==> src/core/pport_pkg.sv <==
// Package for the eight-bit parallel host port: modes, states and carriers.
// Assumes one core clock domain; the USB side is a plain user port list.
package pport_pkg;

    localparam int DATA_W = 8;
    localparam logic RST_FLAG_OE_N = 1'b1;
    localparam logic [1:0] RD_IDLE = 2'h0;

    // Port personality selected by configuration memory and host command
    typedef enum logic [1:0] {
        MODE_IDLE = 2'b00,
        MODE_FIFO = 2'b01,
        MODE_BITBANG = 2'b10
    } port_mode_t;

    // Read strobe sequence in FIFO mode
    typedef enum logic [1:0] {
        RD_WAIT = 2'b00,
        RD_DRIVE = 2'b01,
        RD_DONE = 2'b10
    } rd_state_t;

    // One byte with its valid, used on both USB-facing streams
    typedef struct packed {
        logic valid;
        logic [DATA_W-1:0] data;
    } byte_beat_t;

    // Output half of a two-way pin group: data and enable
    typedef struct packed {
        logic [DATA_W-1:0] dout;
        logic oe_n;
    } pin_drive_t;

endpackage

==> src/core/async_fifo_bitbang_port.sv <==
// Eight-bit parallel port: asynchronous FIFO interface and bit-bang mode.
// Assumes pin inputs already synchronous to core_clk; USB engine is outside.
// Summary of operation
// - FIFO mode moves each byte on read or write strobe falling edge.
// - FIFO mode keeps data bus input, driving only while read strobe low.
// - Data-available flag low whenever a receive byte waits.
// - Flag rises the cycle after read strobe falls; lowers only for next byte.
// - Both flags tristated during reset.
// - Read strobe falling puts current receive byte on data lines.
// - Read strobe rising fetches next receive byte if one exists.
// - Write strobe falling captures data lines into transmit stream.
// - Suspended with wakeup enabled, send-now low pulse requests resume.
// - Powered, send-now low pulse flushes buffered data on next IN.
// - FIFO mode only when configuration memory selects it.
// - Host command enters bit-bang; eight lines become bidirectional bus; code drives all eight throughout (data_oe_n held low).
// - Bit-bang pulses active-low write indication when new data is out.
// - Bit-bang gives sample indication rising edge after sampling lines.
`timescale 1ns/10ps
module async_fifo_bitbang_port
    import pport_pkg::*;
(
    input wire logic core_clk,
    input wire logic nrst,
    input wire logic cfg_fifo_mode,
    input wire logic cfg_wakeup_en,
    input wire logic bitbang_cmd,
    input wire logic powered_indication_n,
    input wire logic [DATA_W-1:0] data_in,
    output logic [DATA_W-1:0] data_out,
    output logic data_oe_n,
    input wire logic rd_strobe_n,
    input wire logic wr_strobe_n,
    input wire logic send_now_wakeup_n,
    output logic rx_data_available_n,
    output logic rx_flag_oe_n,
    output logic tx_space_available_n,
    output logic tx_flag_oe_n,
    output logic bitbang_write_n,
    output logic bitbang_sample_indication,
    input wire pport_pkg::byte_beat_t usb_rx,
    output logic usb_rx_ready,
    output pport_pkg::byte_beat_t usb_tx,
    input wire logic usb_tx_ready,
    output logic resume_req,
    output logic flush_req
);
    import pport_pkg::*;

    // ----------------------------------------------------------------
    // State
    // ----------------------------------------------------------------
    port_mode_t mode_r, mode_nxt;
    rd_state_t rd_r, rd_nxt;
    byte_beat_t rx_hold_r, rx_hold_nxt;
    byte_beat_t tx_r, tx_nxt;
    pin_drive_t pin_r, pin_nxt;
    logic rd_prev_r, rd_prev_nxt;
    logic wr_prev_r, wr_prev_nxt;
    logic sn_prev_r, sn_prev_nxt;
    logic in_reset_r;
    logic bb_wr_r, bb_wr_nxt;
    logic bb_smp_r, bb_smp_nxt;
    logic resume_r, resume_nxt;
    logic flush_r, flush_nxt;
    logic rd_fall, rd_rise, wr_fall, sn_fall;

    function automatic logic fell(input logic prev, input logic now);
        return prev & ~now;
    endfunction

    assign rd_fall = fell(rd_prev_r, rd_strobe_n);
    assign rd_rise = fell(rd_strobe_n, rd_prev_r);
    assign wr_fall = fell(wr_prev_r, wr_strobe_n);
    assign sn_fall = fell(sn_prev_r, send_now_wakeup_n);

    // ----------------------------------------------------------------
    // Next-state logic
    // ----------------------------------------------------------------
    always_comb begin
        mode_nxt = mode_r;
        rd_nxt = rd_r;
        rx_hold_nxt = rx_hold_r;
        tx_nxt = tx_r;
        pin_nxt = pin_r;
        rd_prev_nxt = rd_strobe_n;
        wr_prev_nxt = wr_strobe_n;
        sn_prev_nxt = send_now_wakeup_n;
        bb_wr_nxt = 1'b1;
        bb_smp_nxt = 1'b0;
        usb_rx_ready = 1'b0;
        if (bitbang_cmd) begin
            mode_nxt = MODE_BITBANG;
        end else if (mode_r == MODE_IDLE && cfg_fifo_mode) begin
            mode_nxt = MODE_FIFO;
        end
        if (usb_tx_ready) begin
            tx_nxt.valid = 1'b0;
        end
        unique case (mode_r)
            MODE_FIFO: begin
                // fetch next byte while strobe high
                usb_rx_ready = ~rx_hold_r.valid & rd_strobe_n & (rd_r != RD_DRIVE);
                if (usb_rx_ready && usb_rx.valid) begin
                    rx_hold_nxt = usb_rx;
                end
                unique case (rd_r)
                    RD_WAIT: begin
                        if (rd_fall && rx_hold_r.valid) begin
                            pin_nxt.dout = rx_hold_r.data;
                            rd_nxt = RD_DRIVE;
                        end
                    end
                    RD_DRIVE: begin
                        // byte consumed once strobe returns high
                        if (rd_rise) begin
                            rx_hold_nxt.valid = 1'b0;
                            rd_nxt = RD_DONE;
                        end
                    end
                    RD_DONE: begin
                        rd_nxt = RD_WAIT;
                    end
                    default: begin
                        rd_nxt = RD_WAIT;
                    end
                endcase
                // drive only while read strobe low
                pin_nxt.oe_n = ~(rd_nxt == RD_DRIVE) | rd_strobe_n;
                if (wr_fall && !tx_nxt.valid) begin
                    tx_nxt = '{valid: 1'b1, data: data_in};
                end
            end
            MODE_BITBANG: begin
                // lines driven from host, sampled back to host
                usb_rx_ready = 1'b1;
                pin_nxt.oe_n = 1'b0;
                if (usb_rx.valid) begin
                    pin_nxt.dout = usb_rx.data;
                    bb_wr_nxt = 1'b0;
                end
                // Skip a cycle after each sample, else a steady drain hides the edges
                if (!tx_nxt.valid && !bb_smp_r) begin
                    tx_nxt = '{valid: 1'b1, data: data_in};
                    bb_smp_nxt = 1'b1;
                end
            end
            default: begin
                pin_nxt.oe_n = 1'b1;
            end
        endcase
    end

    // send-now strobe meaning follows power state
    always_comb begin
        resume_nxt = sn_fall & powered_indication_n & cfg_wakeup_en;
        flush_nxt = sn_fall & ~powered_indication_n;
    end

    always_ff @(posedge core_clk or negedge nrst) begin
        if (!nrst) begin
            mode_r <= MODE_IDLE;
            rd_r <= RD_WAIT;
            rx_hold_r <= '0;
            tx_r <= '0;
            pin_r <= '{dout: '0, oe_n: 1'b1};
            rd_prev_r <= 1'b1;
            wr_prev_r <= 1'b1;
            sn_prev_r <= 1'b1;
            in_reset_r <= RST_FLAG_OE_N;
            bb_wr_r <= 1'b1;
            bb_smp_r <= 1'b0;
            resume_r <= 1'b0;
            flush_r <= 1'b0;
        end else begin
            mode_r <= mode_nxt;
            rd_r <= rd_nxt;
            rx_hold_r <= rx_hold_nxt;
            tx_r <= tx_nxt;
            pin_r <= pin_nxt;
            rd_prev_r <= rd_prev_nxt;
            wr_prev_r <= wr_prev_nxt;
            sn_prev_r <= sn_prev_nxt;
            in_reset_r <= 1'b0;
            bb_wr_r <= bb_wr_nxt;
            bb_smp_r <= bb_smp_nxt;
            resume_r <= resume_nxt;
            flush_r <= flush_nxt;
        end
    end

    // ----------------------------------------------------------------
    // Outputs
    // ----------------------------------------------------------------
    // flags undriven until first edge after reset
    assign rx_flag_oe_n = in_reset_r;
    assign tx_flag_oe_n = in_reset_r;
    // flag low only with a byte held and read idle
    assign rx_data_available_n = ~(rx_hold_r.valid && rd_r == RD_WAIT && mode_r == MODE_FIFO);
    assign tx_space_available_n = tx_r.valid | (mode_r != MODE_FIFO);
    assign data_out = pin_r.dout;
    assign data_oe_n = pin_r.oe_n;
    assign usb_tx = tx_r;
    assign bitbang_write_n = bb_wr_r;
    assign bitbang_sample_indication = bb_smp_r;
    assign resume_req = resume_r;
    assign flush_req = flush_r;
endmodule // async_fifo_bitbang_port

==> config.mk <==
export PLATFORM = sky130hd
export DESIGN_NAME = async_fifo_bitbang_port
export DESIGN_NICKNAME = d
export VERILOG_FILES = /design/src/core/pport_pkg.sv /design/src/core/async_fifo_bitbang_port.sv
export SDC_FILE = /design/constraint.sdc
export NUM_CORES = 1
export LEC_CHECK = 0
export BUFFER_PORTS_ARGS = -buffer_cell sky130_fd_sc_hd__buf_4
export CORE_MARGIN = 8
export CORE_UTILIZATION = 30
export DETAILED_ROUTE_END_ITERATION = 16
export GPL_TIMING_DRIVEN = 0
export SETUP_SLACK_MARGIN = 0.15
export SLEW_MARGIN = 20
export SYNTH_ARGS = -nofsm -noshare
export SYNTH_HDL_FRONTEND = slang
export SYNTH_SLANG_ARGS = --single-unit
==> constraint.sdc <==
create_clock -name core_clk -period 3.41 [get_ports core_clk]
set_input_delay 0.1705 -clock core_clk [delete_from_list [all_inputs] [get_ports core_clk]]
set_output_delay 0.1705 -clock core_clk [all_outputs]
set_load 0.05 [all_outputs]
==> metrics.md <==
| Metric | Value |
|---|---|
| Outcome | finished clean |
| YS warnings | 0 |
| Met3 track demand over resource in global routing | 4.60% |
| Post-synthesis cell type with the largest combined area | sky130_fd_sc_hd__dfrtp_1 |
| Non-filler instance count after layout | 282 |
| Simple-gate portion of the synthesized area | 7.93% |
| Worst setup path startpoint | mode_r[1]$_DFFE_PN0P_ |
| Sw Share | 39.1% |
| Register area share after synthesis | 53.3% |
| Leading cell types by total area after synthesis | sky130_fd_sc_hd__dfrtp_1, sky130_fd_sc_hd__mux2_2, sky130_fd_sc_hd__dfstp_2 |
| Placed wire-length estimate | 2940 µm |
| Power per standard cell area | 574 nW/µm² |
| Count of endpoints failing hold in the final timing report | 0 |
| Reg2Reg Setup Slack | 1.20 ns |
| Total Wirelength | 4140 µm |
| Worst hold path depth | 2 |
| Aggregate global routing overflow | 0 |
| Yosys cell types | 36 |
| Transition time at the pin with the least slew margin | 0.587 ns |
| Combinational family with the most area after synthesis | multiplexers |
| Final critical path time including I/O delays and setup | 2.36 ns |
| Number of enable flip-flop cells after synthesis | 0 |
| Via count of the first global-routing pass | 1361 |
| Area of the core | 5920 µm² |
| Multiplexer fraction of the synthesized cell area | 21.1% |
| Fraction of layout instances using a drive strength above 1 | 48.8% |
| Clock network fraction of design power | 21.5% |
| IR drop worst, VDD | 0.348 mV |
| FP Rows | 28 |
| Combinational fraction of design power | 37.8% |
| Avg Cell Area, Syn | 12.9 µm² |
| Most repeated cell in the gate-level netlist after synthesis | sky130_fd_sc_hd__dfrtp_1 |
| Detailed-route via count | 1287 |
| Startpoint of the tightest hold check path | usb_rx[8] |
| Peak-usage layer in the global routing report | met2 |
| Number of slew-limit violations in the final report | 0 |
| Seq cells post-synth | 39 |
| I/O pin total | 54 |
| # port buffers | 53 |
| Setup clock skew after layout | 0.00543 ns |
| Critical path type | reg -> out |
| Leakage power | 1.18 nW |
| Area Growth Syn to Fin | 32.7% |
| Syn_nets | 173 |
| Headroom to the max-slew limit | 60.8% |
| Worst Path Arrival | 2.19 ns |
| Part of the total power dissipated in sequential elements | 40.6% |
| Met1 Use GR | 12.5% |
| Residual antenna-violating net count after detailed routing | 0 |
| Cell area after synthesis | 1850 µm² |
| Number of cells traversed by the worst register-to-register path | 6 |
| Residual DRC | 0 |
| Number of DRC markers in iteration 0 | 85 |
| Endpoints failing setup | 0 |
| First-pass GRT wire length | 6900 µm |
| Share of synthesized cell area in full adder, half adder and majority cells | 2.03% |
| CTS buffer count | 5 |
| Endpoint of the worst hold-timing path | bitbang_write_n$_DFF_PN1_ |
| Top cells by count, synth | sky130_fd_sc_hd__dfrtp_1, sky130_fd_sc_hd__mux2_2, sky130_fd_sc_hd__inv_1 |
| Peak clock frequency supported by timing | 424 MHz |
| Clk sink count | 39 |
| Count of nets after finishing | 236 |
| Worst-Skew Late Latency | 0.29 ns |
| Share of Yosys cell area claimed by the top area cell type | 44.7% |
| Worst r2r dst | data_out[6]$_DFFE_PN0P_ |
| XOR/XNOR Fraction of Synth Area | 0% |
| Critical path data required time | 3.24 ns |
| Global router's overall resource usage | 9.96% |
| Fraction of synthesis flops using an asynchronous set or reset pin | 100% |
| Initial Utilization | 31.2% |
| Final worst slack | 1.05 ns |
| DR pass1 iterations | 4 |
| Number of buffers between clock root and the deepest sink | 2 |
| Pre-CTS WS | 1.15 ns |
| Initial antenna violation count | 0 |
| Via count normalized by instance count | 4.56 |
| Inst Count DP | 271 |
| Met2 demand-to-capacity share in global routing | 14.7% |
| Type of destination of the critical path | output pin |
| Global placement routability congestion | 0.735 |
| Detail-routed net length per standard cell | 14.7 µm |
| Fin Hold WS | 0.0192 ns |
| CTS H-tree lvls | 2 |
| Die width | 94.5 µm |
| Root buffer cell | sky130_fd_sc_hd__clkbuf_8 |
| Share of the clock period used by the worst path | 69.2% |
| Startpoint of the worst-slack reg-to-reg timing path | mode_r[0]$_DFFE_PN0P_ |
| Antenna Cells | 0 |
| TNS Setup | 0 ns |
| Critical path launch point type | flip-flop |
| Biggest fanout along the worst timing path | 10 |
| Switching Power | 0.000550 W |
| Clock transition at path regs | 0.07 ns |
| Number of standard cells after synthesis | 143 |
| CTS tree | done |
| Internal power contribution | 0.000855 W |
| Chip height | 94.5 µm |
| Post CTS Setup Buffer Count | 0 |
| Setup repair after global routing missed its margin | no |
| Complex-gate fraction of the synthesized area | 10.0% |
| Hold Path Class | in -> reg |
| Synth Flop Type | sky130_fd_sc_hd__dfrtp_1 |
| Maximum Capacitance Violations | 0 |
| Die area | 8920 µm² |
| Pin count of the biggest net entering global routing | 40 |
==> registers in the layout, indices dropped and copies added, names as in the netlist, 2 cells and up <==
signal	flops
data_out	8
mode_r	2
usb_tx	9
rd_r	2
rx_hold_r	9
==> final cells by class <==
class,instances,area [µm²]
fill,579,3470
sequential,39,983
multi-input combinational,81,763
timing repair buffer,56,428
tap,75,93.8
clock buffer,7,76.3
buffer,10,51.3
inverter,13,48.8
clock inverter,1,5.00
==> worst max-delay path by stage <==
| stage | endpoint | cells past startpoint |
|---|---|---|
| final | rx_data_available_n | 6 |
| after global placement | data_out[2]$_DFFE_PN0P_ | 6 |
| after global routing | usb_rx_ready | 6 |
| after CTS | usb_rx_ready | 6 |
| after detailed placement | data_out[6]$_DFFE_PN0P_ | 6 |
| after floorplan | rx_data_available_n | 5 |
==> power groups by stage <==
stage | sequential [W] | clock, W | combinational [W]
3_5_place_dp | 0.000578 | 0 | 0.000538
3_3_place_gp | 0.000579 | 0 | 0.000535
5_1_grt | 0.000582 | 0.000339 | 0.000565
6_report | 0.000571 | 0.000303 | 0.000532
2_1_floorplan | 0.000805 | 0 | 0.000133
4_1_cts | 0.000571 | 0.000319 | 0.000540
==> repair_timing <==
action,CTS,global route
endpoints found under the hold margin,35,0
hold buffers,3,0
gates resized for setup,0,0
==> worst max-delay path: stages (launching register included) <==
cell and delay (ns):
sky130_fd_sc_hd__dfrtp_1 0.40, sky130_fd_sc_hd__inv_1 0.08, sky130_fd_sc_hd__ha_1 0.16, sky130_fd_sc_hd__buf_2 0.23, sky130_fd_sc_hd__inv_1 0.14, sky130_fd_sc_hd__or4_2 0.68
sky130_fd_sc_hd__buf_4 0.21
==> cell families (layout without fill, tap and decap cells) <==
kind of cell               count (synthesis)  in the layout
AOI/OAI and AO/OA                         23             23
DFF                                       39             39
adders and majority gates                  3              3
muxes                                     33             33
and+or+nand+nor                           21             21
other                                      1              1
buffers and inverters                     23             87
==> per-layer routing <==
metal,up-vias,routed length (µm)
met1,621,1870
met2,36,1850
met5,-,0
li1,623,-
met4,0,53
met3,7,356
==> per-stage QoR <==
| step | utilization [%] | total power (W) | instance area, µm² |
|---|---|---|---|
| 6_report | 41.4 | 0.00141 | 2450 |
| 3_5_place_dp | 39.5 | 0.00112 | 2340 |
| 5_1_grt | 41.4 | 0.00149 | 2450 |
| 3_3_place_gp | 39.5 | 0.00111 | 2340 |
| 4_1_cts | 41.4 | 0.00143 | 2450 |
| 2_1_floorplan | - | 0.000939 | 1850 |
==> layout by cell type, fill, tap and decap left out, drive strengths merged, types with 2 or more instances in the layout <==
cell type	n
a21oi	3
buf	57
clkbuf	13
dfrtp	33
dfstp	6
dlygate4sd3	3
ha	3
inv	13
mux2	24
mux2i	9
nand2	5
nand2b	2
nor2b	4
nor3b	2
o2111ai	8
o21ai	4
Note: power is estimated with default switching activity, not from simulation.
